### src/shared/rvt_defs.vh
// Constants for the rail voltage I2C target register block.
`ifndef RVT_DEFS_VH
`define RVT_DEFS_VH
`define RVT_DEV_ADDR 7'h3e
`define RVT_SUB_POS 8'h00
`define RVT_SUB_NEG 8'h01
`define RVT_SUB_OPT 8'h03
`define RVT_CODE_W 5
`define RVT_LAST_BIT 4'h7
`define RVT_CODE_MIN 5'h01
`define RVT_CODE_MAX 5'h11
`define RVT_CODE_DEF_A 5'h0a
`define RVT_CODE_DEF_B 5'h0e
`define RVT_OPT_RESET 8'hff
`define RVT_OPT_KEEP 8'h03
`endif

### src/design/rvt_pin_sync.v
// Three-stage synchroniser with agreement filter for one pin.
`timescale 1ns/10ps
`default_nettype none
module rvt_pin_sync (
  input wire clk_sys,
  input wire rst,
  input wire pin_in,
  input wire rst_val,
  output reg level_r
);
  reg s1_r;
  reg s2_r;
  reg s3_r;
  always @(posedge clk_sys) begin
    if (rst) begin
      s1_r <= rst_val;
      s2_r <= rst_val;
      s3_r <= rst_val;
      level_r <= rst_val;
    end else begin
      s1_r <= pin_in;
      s2_r <= s1_r;
      s3_r <= s2_r;
      // The filtered level moves only when the last two stages agree.
      if (s2_r == s3_r) begin
        level_r <= s3_r;
      end
    end
  end
endmodule
`default_nettype wire

### src/design/rvt_target.v
// Write-only I2C target holding the positive and negative rail voltage codes.
`timescale 1ns/10ps
`default_nettype none
`include "rvt_defs.vh"
module rvt_target #(
  parameter VARIANT_B = 0
) (
  input wire clk_sys,
  input wire rst,
  input wire scl_in,
  input wire sda_in,
  output wire sda_out,
  output wire sda_oe_n,
  input wire first_enable_input,
  input wire second_enable_input,
  output reg [4:0] positive_rail_code,
  output reg [4:0] negative_rail_code,
  output reg [7:0] operating_options,
  output reg busy_r
);
  localparam ST_IDLE = 3'd0;
  localparam ST_ADDR = 3'd1;
  localparam ST_ACK = 3'd2;
  localparam ST_SUB = 3'd3;
  localparam ST_DATA = 3'd4;
  localparam ST_SKIP = 3'd5;

  wire scl_s;
  wire sda_s;
  reg scl_d_r;
  reg sda_d_r;
  reg [2:0] state_r;
  reg [2:0] next_after_ack_r;
  reg [3:0] bit_cnt_r;
  reg [7:0] shift_r;
  reg [7:0] sub_r;
  reg have_sub_r;
  reg ack_drive_r;
  wire enabled;
  wire scl_rise;
  wire scl_fall;
  wire start_cond;
  wire stop_cond;
  wire [7:0] byte_in;
  wire first_enable_s;
  wire second_enable_s;

  rvt_pin_sync u_scl (
    .clk_sys(clk_sys),
    .rst(rst),
    .pin_in(scl_in),
    .rst_val(1'b1),
    .level_r(scl_s)
  );
  rvt_pin_sync u_sda (
    .clk_sys(clk_sys),
    .rst(rst),
    .pin_in(sda_in),
    .rst_val(1'b1),
    .level_r(sda_s)
  );

  // The enable pins have pull-downs, so standby is the level assumed out of reset.
  rvt_pin_sync u_first_enable (
    .clk_sys(clk_sys),
    .rst(rst),
    .pin_in(first_enable_input),
    .rst_val(1'b0),
    .level_r(first_enable_s)
  );
  rvt_pin_sync u_second_enable (
    .clk_sys(clk_sys),
    .rst(rst),
    .pin_in(second_enable_input),
    .rst_val(1'b0),
    .level_r(second_enable_s)
  );

  // Either enable pin wakes the interface; with both low it stays in standby.
  assign enabled = first_enable_s | second_enable_s;
  // Edges come from the filtered levels, so a one-clock glitch never counts.
  assign scl_rise = scl_s & ~scl_d_r;
  assign scl_fall = ~scl_s & scl_d_r;
  assign start_cond = scl_s & scl_d_r & sda_d_r & ~sda_s;
  assign stop_cond = scl_s & scl_d_r & ~sda_d_r & sda_s;
  assign byte_in = {shift_r[6:0], sda_s};
  // Open drain: only ever pull low, output enable active low.
  assign sda_out = 1'b0;
  assign sda_oe_n = ~ack_drive_r;

  function [4:0] rvt_default;
    input integer variant;
    begin
      rvt_default = (variant != 0) ? `RVT_CODE_DEF_B : `RVT_CODE_DEF_A;
    end
  endfunction

  // Keeps the five code bits; a code outside the valid range is stored as sent.
  function [4:0] rvt_code_field;
    input [7:0] data;
    begin
      rvt_code_field = data[`RVT_CODE_W-1:0];
    end
  endfunction

  // The direction bit is part of the match, so a read header is never answered.
  function rvt_addr_hit;
    input [7:0] hdr;
    begin
      rvt_addr_hit = (hdr == {`RVT_DEV_ADDR, 1'b0});
    end
  endfunction

  always @(posedge clk_sys) begin
    if (rst) begin
      scl_d_r <= 1'b1;
      sda_d_r <= 1'b1;
      state_r <= ST_IDLE;
      next_after_ack_r <= ST_IDLE;
      bit_cnt_r <= 4'h0;
      shift_r <= 8'h00;
      sub_r <= 8'h00;
      have_sub_r <= 1'b0;
      ack_drive_r <= 1'b0;
      busy_r <= 1'b0;
      // Both codes come back to the variant default, whatever was written before.
      positive_rail_code <= rvt_default(VARIANT_B);
      negative_rail_code <= rvt_default(VARIANT_B);
      operating_options <= `RVT_OPT_RESET;
    end else begin
      scl_d_r <= scl_s;
      sda_d_r <= sda_s;
      if (!enabled) begin
        // A transfer cut by standby is dropped and the line released.
        state_r <= ST_IDLE;
        ack_drive_r <= 1'b0;
        busy_r <= 1'b0;
      end else if (stop_cond) begin
        state_r <= ST_IDLE;
        ack_drive_r <= 1'b0;
        busy_r <= 1'b0;
      end else if (start_cond) begin
        // Repeated start restarts the address phase.
        state_r <= ST_ADDR;
        bit_cnt_r <= 4'h0;
        have_sub_r <= 1'b0;
        ack_drive_r <= 1'b0;
        busy_r <= 1'b1;
      end else begin
        case (state_r)
          ST_IDLE: begin
            ack_drive_r <= 1'b0;
          end
          ST_ADDR, ST_SUB, ST_DATA: begin
            if (scl_rise) begin
              shift_r <= byte_in;
              bit_cnt_r <= bit_cnt_r + 4'h1;
              if (bit_cnt_r == `RVT_LAST_BIT) begin
                bit_cnt_r <= 4'h0;
                state_r <= ST_ACK;
                if (state_r == ST_ADDR) begin
                  if (rvt_addr_hit(byte_in)) begin
                    next_after_ack_r <= ST_SUB;
                  end else begin
                    state_r <= ST_SKIP;
                  end
                end else if (state_r == ST_SUB) begin
                  sub_r <= byte_in;
                  have_sub_r <= 1'b1;
                  next_after_ack_r <= ST_DATA;
                end else begin
                  // The two codes keep only the low five bits; the options byte is stored whole.
                  // A byte lands only once a sub-address has been taken in this transfer.
                  if (have_sub_r && sub_r == `RVT_SUB_POS) begin
                    positive_rail_code <= rvt_code_field(byte_in);
                  end else if (have_sub_r && sub_r == `RVT_SUB_NEG) begin
                    negative_rail_code <= rvt_code_field(byte_in);
                  end else if (have_sub_r && sub_r == `RVT_SUB_OPT) begin
                    // Bits 1:0 are kept as written; the controller must leave them set.
                    operating_options <= byte_in;
                  end
                  sub_r <= sub_r + 8'h01;
                  next_after_ack_r <= ST_DATA;
                end
              end
            end
          end
          ST_ACK: begin
            // Pull low from the eighth fall to the ninth fall.
            if (scl_fall) begin
              if (ack_drive_r) begin
                ack_drive_r <= 1'b0;
                state_r <= next_after_ack_r;
              end else begin
                ack_drive_r <= 1'b1;
              end
            end
          end
          // A foreign header leaves the target silent until the next start or stop.
          ST_SKIP: begin
            ack_drive_r <= 1'b0;
          end
          default: begin
            state_r <= ST_IDLE;
          end
        endcase
      end
    end
  end
endmodule
`default_nettype wire

### config.mk
export PLATFORM = sky130hd
export DESIGN_NAME = rvt_target
export DESIGN_NICKNAME = d
export VERILOG_FILES = /design/src/design/rvt_pin_sync.v /design/src/design/rvt_target.v
export VERILOG_INCLUDE_DIRS = /design/src /design/src/shared
export SDC_FILE = /design/constraint.sdc
export NUM_CORES = 1
export LEC_CHECK = 0
export ABC_AREA = 1
export BUFFER_PORTS_ARGS = -buffer_cell sky130_fd_sc_hd__buf_2
export CAP_MARGIN = 20
export CORE_MARGIN = 1
export CORE_UTILIZATION = 30
export CTS_CLUSTER_DIAMETER = 200
export DETAILED_ROUTE_END_ITERATION = 16
export GPL_TIMING_DRIVEN = 1
export SETUP_SLACK_MARGIN = 0.3
export SYNTH_ARGS = -nofsm -noshare
export SYNTH_HDL_FRONTEND = slang
export SYNTH_HIERARCHICAL = 1
export SYNTH_SLANG_ARGS = --single-unit
### constraint.sdc
create_clock -name clk_sys -period 4.6 [get_ports clk_sys]
set_clock_uncertainty 0.1 [all_clocks]
set_input_delay 0.23 -clock clk_sys [delete_from_list [all_inputs] [get_ports clk_sys]]
set_output_delay 0.23 -clock clk_sys [all_outputs]
set_load 0.01 [all_outputs]
==> impl_metrics.yaml, run 1 <==
clock_network:
  root_buffer: "clkbuf_8"
  clock_latency_ns: 0.35
  htree_levels: 3
  tritoncts: "done"
  cts_made_buffers: 9
  cts_num_sinks: 63
  clk_pin_slew_worst_paths_ns: 0.08
  cts.path.max_buffers: 2
  post_cts_buffers: 0
power_and_ir_drop:
  p_leak_nw: 1.531
  p_per_area_nw_per_um2: 334.7
  ir_drop_uv: 196.2
  total_power_mw: 1.145
worst_setup_path:
  critPathKind: "reg2reg"
  path_max_fanout: 21
  r2r-start: "u_scl/level_r"
  critPathLaunchType: "flop"
  cp.required_ns: 4.79
  ff2ff_path_depth: 8
  crit_path_start: "u_scl/level_r"
  arrival_ns: 2.53
  end_kind: "flop"
global_routing:
  grt_max_degree: 37
  grt_pass1_vias: 2397
  grt_usage_pct: 13.17
  grt_pass1_wl_um: 10630
  grt_overflow: 0
  antenna_found_initial: 0
logic_synthesis:
  ys_top_cells_by_area: "dfxtp_1 40%, nand2_1 15%, nor2_1 7.6%"
  synth.top_cell.area_share_pct: 40.08
  synthCells: 421
  yosysTopAreaCell: "dfxtp_1"
  synth_area_per_cell_um2: 6.999
  synth-async-reset-ratio_pct: 0
  synth_edf_count: 4
  synth.yosys.seq_area_share_pct: 44.16
  post_synth_num_cell_types: 32
  yosys_most_used_dff: "dfxtp_1"
  synth.cell_area_um2: 2947
  yosysWarnings: 6
  ys_ff_latch: 63
layout:
  postLayoutCoreUtil_pct: 36.49
  drive_gt1_share_pct: 11.93
  diodes: 0
  fin_nets: 466
  area_delta_synth_final_pct: 16.05
timing:
  setup_viol: 0
  tns_ns: 0
  rsz0062_at_grt: "false"
  post-route-min-period_ns: 2.338
  relSlewSlack_pct: 35.12
  slew_viol_final: 0
  period_share_pct: 50.84
  fmax_ghz: 0.4276
  finalHoldViolCount: 0
  tightest_slew_ns: 0.9731
detailed_routing:
  vias_per_cell: 4.464
  drc: 0
  drtAntennaViolNets: 0
  dr.pass1.iters: 4
  drt_iter0_drc: 71
  vias: 2634
  routed_wl_um: 6208
  wl_per_cell_um: 10.52
place:
  gp_congestion: 0.7998
  numPortBuffers: 25
  hpwlAfterDp_um: 4426
floorplanning:
  die_w_um: 101.1
  die-area_um2: 10220
  ios: 27
  start_util_pct: 31.44
  dieHeight_um: 101.1
  core_region_area_um2: 9371
  rows: 35
outcome:
  outcome: "complete, no violations"
worst_hold_path:
  hp-start: "rst"
  worst_hold_path_type: "in2reg"
  min_path_cells: 2
flow_run:
  maxCapViolCount: 0
[layer usage]
layer / part of all wire (%) / vias up / track usage [%]
met3: 3.9 / 11 / 4.230
met5: 0 / - / 0
li1: - / 1418 / -
met2: 45 / 46 / 21.40
met4: 1.4 / 0 / 4.905
met1: 50 / 1159 / 16.28
[cells by family after synthesis]
| family | after synthesis | share of synthesized area (%) |
|---|---|---|
| other cells | 2 | 0.2549 |
| simple gates | 242 | 36.22 |
| compound gates | 55 | 9.978 |
| buf+inv | 55 | 7.686 |
| flops | 63 | 44.16 |
| fa+ha+maj | 4 | 1.699 |
[placed cells by master, fill, tap and decap left out]
master         instances
nand2_1              116
nor3_4                 1
nor2_4                 2
nand3_1               34
conb_1                 5
o21a_1                 2
o211ai_1               2
edfxtp_1               4
ha_1                   4
o21ai_0               32
buf_2                 25
and2_2                 1
o22ai_1                2
clkbuf_1               2
o21bai_1               1
nor3_2                 1
dlygate4sd3_1          4
nand3b_1               1
nand3_2                1
nand3_4                1
dfxtp_1               59
nor3_1                 4
a21oi_2                1
nor2_1                60
clkinv_1               1
nand2_2                5
inv_1                 46
nor2_2                 3
and3_1                 1
nand4_1               11
clkbuf_16              1
clkbuf_8              10
a21oi_1               15
clkinv_2               3
[layout make-up]
cell class / instances / area, um2
Clock buffer: 13 / 170.2
Clock inverter: 3 / 15.01
Fill cell: 1020 / 5952
Inverter: 47 / 176.4
Multi-Input combinational cell: 306 / 1430
Sequential cell: 63 / 1301
Tap cell: 129 / 161.4
Timing Repair Buffer: 29 / 165.2
[power breakdown]
part | internal (mW) | switching (mW) | leakage, nW
logic | 0.0335 | 0.0677 | 0.910
registers | 0.574 | 0.0164 | 0.523
clock network | 0.241 | 0.212 | 0.0983
[path summary, 6_finish.rpt]
kind / to / slack [ns]
worst max-delay path: negative_rail_code[2] / 2.26
worst min-delay path: bit_cnt_r[1] / 0.21
worst max register to register: negative_rail_code[2] / 2.26
worst min register to register: u_sda/s2_r / 0.32
[cells in the mapped netlist, types with 3 or more instances]
cell type	n
nor2_1	60
ha_1	4
inv_1	46
nand2_2	5
dfxtp_1	59
buf_4	3
clkbuf_1	3
nor2_2	3
nand4_1	11
nand2_1	116
nor3_1	4
o21ai_0	32
nand3_1	34
a21oi_1	15
edfxtp_1	4
[critical path, cell delays in order (launching register included)]
cell	delay [ns]
edfxtp_1	0.37
inv_1	0.08
nor2_1	0.13
nand2_1	0.08
a21oi_2	0.71
nand3_2	0.41
nor2_2	0.25
nor2_1	0.06
nor2_1	0.10
[what timing repair did]
action / 4_1_cts / 5_1_grt
hold buffers: 4 / 0
resized for setup: 0 / 0
hold endpoints to repair: 4 / 0
[registers in the layout, summed over array words and instances, names as in the netlist, 2 cells and up]
signal / cells
positive_rail_code: 5
sub_r: 8
bit_cnt_r: 4
operating_options: 8
negative_rail_code: 5
shift_r: 7
next_after_ack_r: 2
state_r: 3
[through the flow]
stage / setup WS, ns / hold WS, ns / cell area [um2] / std cells
after floorplan: 2.994 / 0.1991 / 2958 / 424
after global placement: 2.360 / 0.2994 / 3194 / 570
after detailed placement: 2.270 / 0.3043 / 3194 / 570
after CTS: 2.266 / 0.1943 / 3420 / 590
after global routing: 2.002 / 0.2179 / 3420 / 590
final: 2.262 / 0.2057 / 3420 / 590
Power figures use the tool's default switching activity.
==> run 2: changes to the inputs <==
- clock period: 4.6 -> 2.3 ns (I/O delays scaled with it)
==> impl_metrics.yaml, run 2 (synthesis results as in run 1) <==
outcome:
  outcome: "complete, no violations"
worst_setup_path:
  crit_path_cell_trace: "inv_1 -> ha_1 -> nor3_4 -> nand3_4 -> nand2_1 -> nand3_1"
  end_kind: "flop"
  ff2ff_path_depth: 6
  critPathLaunchType: "flop"
  arrival_ns: 1.92
  cp.required_ns: 2.42
  reg2reg_slack_ns: 0.50
  critPathKind: "reg2reg"
  cpPeakStageDelay_ns: 0.46
  r2r-start: "sub_r[0]"
  cp_slowest_cell: "nor3_4"
  r2r-end: "operating_options[6]"
  path_max_fanout: 10
layout:
  multi_input_area_um2: 1440
  drive_gt1_share_pct: 12.93
  final_cells: 593
  final_cell_mix: "116 x nand2_1, 60 x nor2_1, 59 x dfxtp_1, 46 x inv_1, 34 x nand3_1"
  final_common_cell: "nand2_1"
  area_delta_synth_final_pct: 18.98
  top_regs: "operating_options x8, sub_r x8, shift_r x7"
  fin_nets: 469
  seq_area_um2: 1301
  fillers: 1008
  diodes: 0
  postLayoutCoreUtil_pct: 37.41
timing:
  timing.final.ws_setup_ns: 0.5011
  fmax_ghz: 0.5559
  slew_viol_final: 0
  period_share_pct: 78.21
  finalHoldViolCount: 0
  rsz0062_at_grt: "false"
  setup_viol: 0
  post-route-min-period_ns: 1.799
  tns_ns: 0
floorplanning:
  core_region_area_um2: 9371
  dieHeight_um: 101.1
  die-area_um2: 10220
  rows: 35
  start_util_pct: 31.44
  ios: 27
  die_w_um: 101.1
clock_network:
  root_buffer: "clkbuf_8"
  cts.path.max_buffers: 2
  clk_pin_slew_worst_paths_ns: 0.07
  clock_latency_ns: 0.34
  tritoncts: "done"
  cts_num_sinks: 63
  htree_levels: 3
  post_cts_buffers: 0
  cts_made_buffers: 9
place:
  pre_cts_slack_ns: 0.4405
  hpwlAfterDp_um: 4619
  numPortBuffers: 25
  dp_cells: 573
  gp_congestion: 0.8706
global_routing:
  grt_max_degree: 37
  grt_pass1_wl_um: 10950
  antenna_found_initial: 0
  grt_pass1_vias: 2472
  grt_usage_pct: 13.73
  grt_overflow: 0
power_and_ir_drop:
  ir_drop_uv: 424.9
  p_per_area_nw_per_um2: 718.3
  p_leak_nw: 1.565
detailed_routing:
  vias: 2636
  vias_per_cell: 4.445
  dr.pass1.iters: 4
  wl_per_cell_um: 10.81
  drc: 0
  drtAntennaViolNets: 0
  routed_wl_um: 6409
  drt_iter0_drc: 121
worst_hold_path:
  hp-start: "rst"
  worst_hold_path_type: "in2reg"
  min_path_cells: 2
  worstHoldEndpoint: "next_after_ack_r[1]"
flow_run:
  maxCapViolCount: 0
## run 2: final cells by class
class / count / area share [%]
clock buffer: 10 / 4.247
clock inverter: 6 / 2.570
sequential: 63 / 37.12
timing repair buffer: 32 / 5.353
multi-input combinational: 306 / 41.08
inverter: 47 / 5.032
tap: 129 / 4.604
## run 2: worst max-delay path, delay by kind of cell, from the launching register on
kind	cells	cell delay [ns]
adder cells (fa/ha/maj)	1	0.26
buffers and inverters	1	0.10
flip-flops	1	0.40
AND/OR/NAND/NOR	4	0.82
## run 2: repair_timing
action,4_1_cts,5_1_grt
resized for setup,0,2
hold buffers,4,0
setup endpoints to repair,0,7
hold endpoints to repair,4,0
## run 2: metrics by stage
step / power, mW / area, um2 / hold WS, ns
after floorplan: 1.353 / 2958 / 0.08407
after global routing: 2.644 / 3506 / 0.1362
after detailed placement: 1.405 / 3217 / 0.2064
final: 2.518 / 3506 / 0.09141
after global placement: 1.402 / 3217 / 0.2034
after CTS: 2.548 / 3496 / 0.08990
## run 2: worst max path at each step
stage / start / end / slack [ns]
after floorplan: bit_cnt_r[0] / operating_options[2] / 0.69
after global placement: bit_cnt_r[0] / operating_options[6] / 0.50
after detailed placement: bit_cnt_r[1] / negative_rail_code[3] / 0.44
after CTS: bit_cnt_r[1] / negative_rail_code[3] / 0.43
after global routing: sub_r[0] / negative_rail_code[4] / 0.36
final: sub_r[0] / operating_options[6] / 0.50
## run 2: power breakdown
part           internal, mW  switching, mW
Clock                 0.679          0.452
Sequential             1.15         0.0324
Combinational        0.0685          0.138
Total                  1.90          0.623
## run 2: metal layers
| metal | routed length, um | up-vias | global-route usage (%) |
|---|---|---|---|
| met3 | 250 | 4 | 4.161 |
| met1 | 3187 | 1167 | 16.72 |
| li1 | - | 1425 | - |
| met2 | 2927 | 40 | 23.02 |
| met5 | 0 | - | 0 |
| met4 | 43 | 0 | 4.682 |
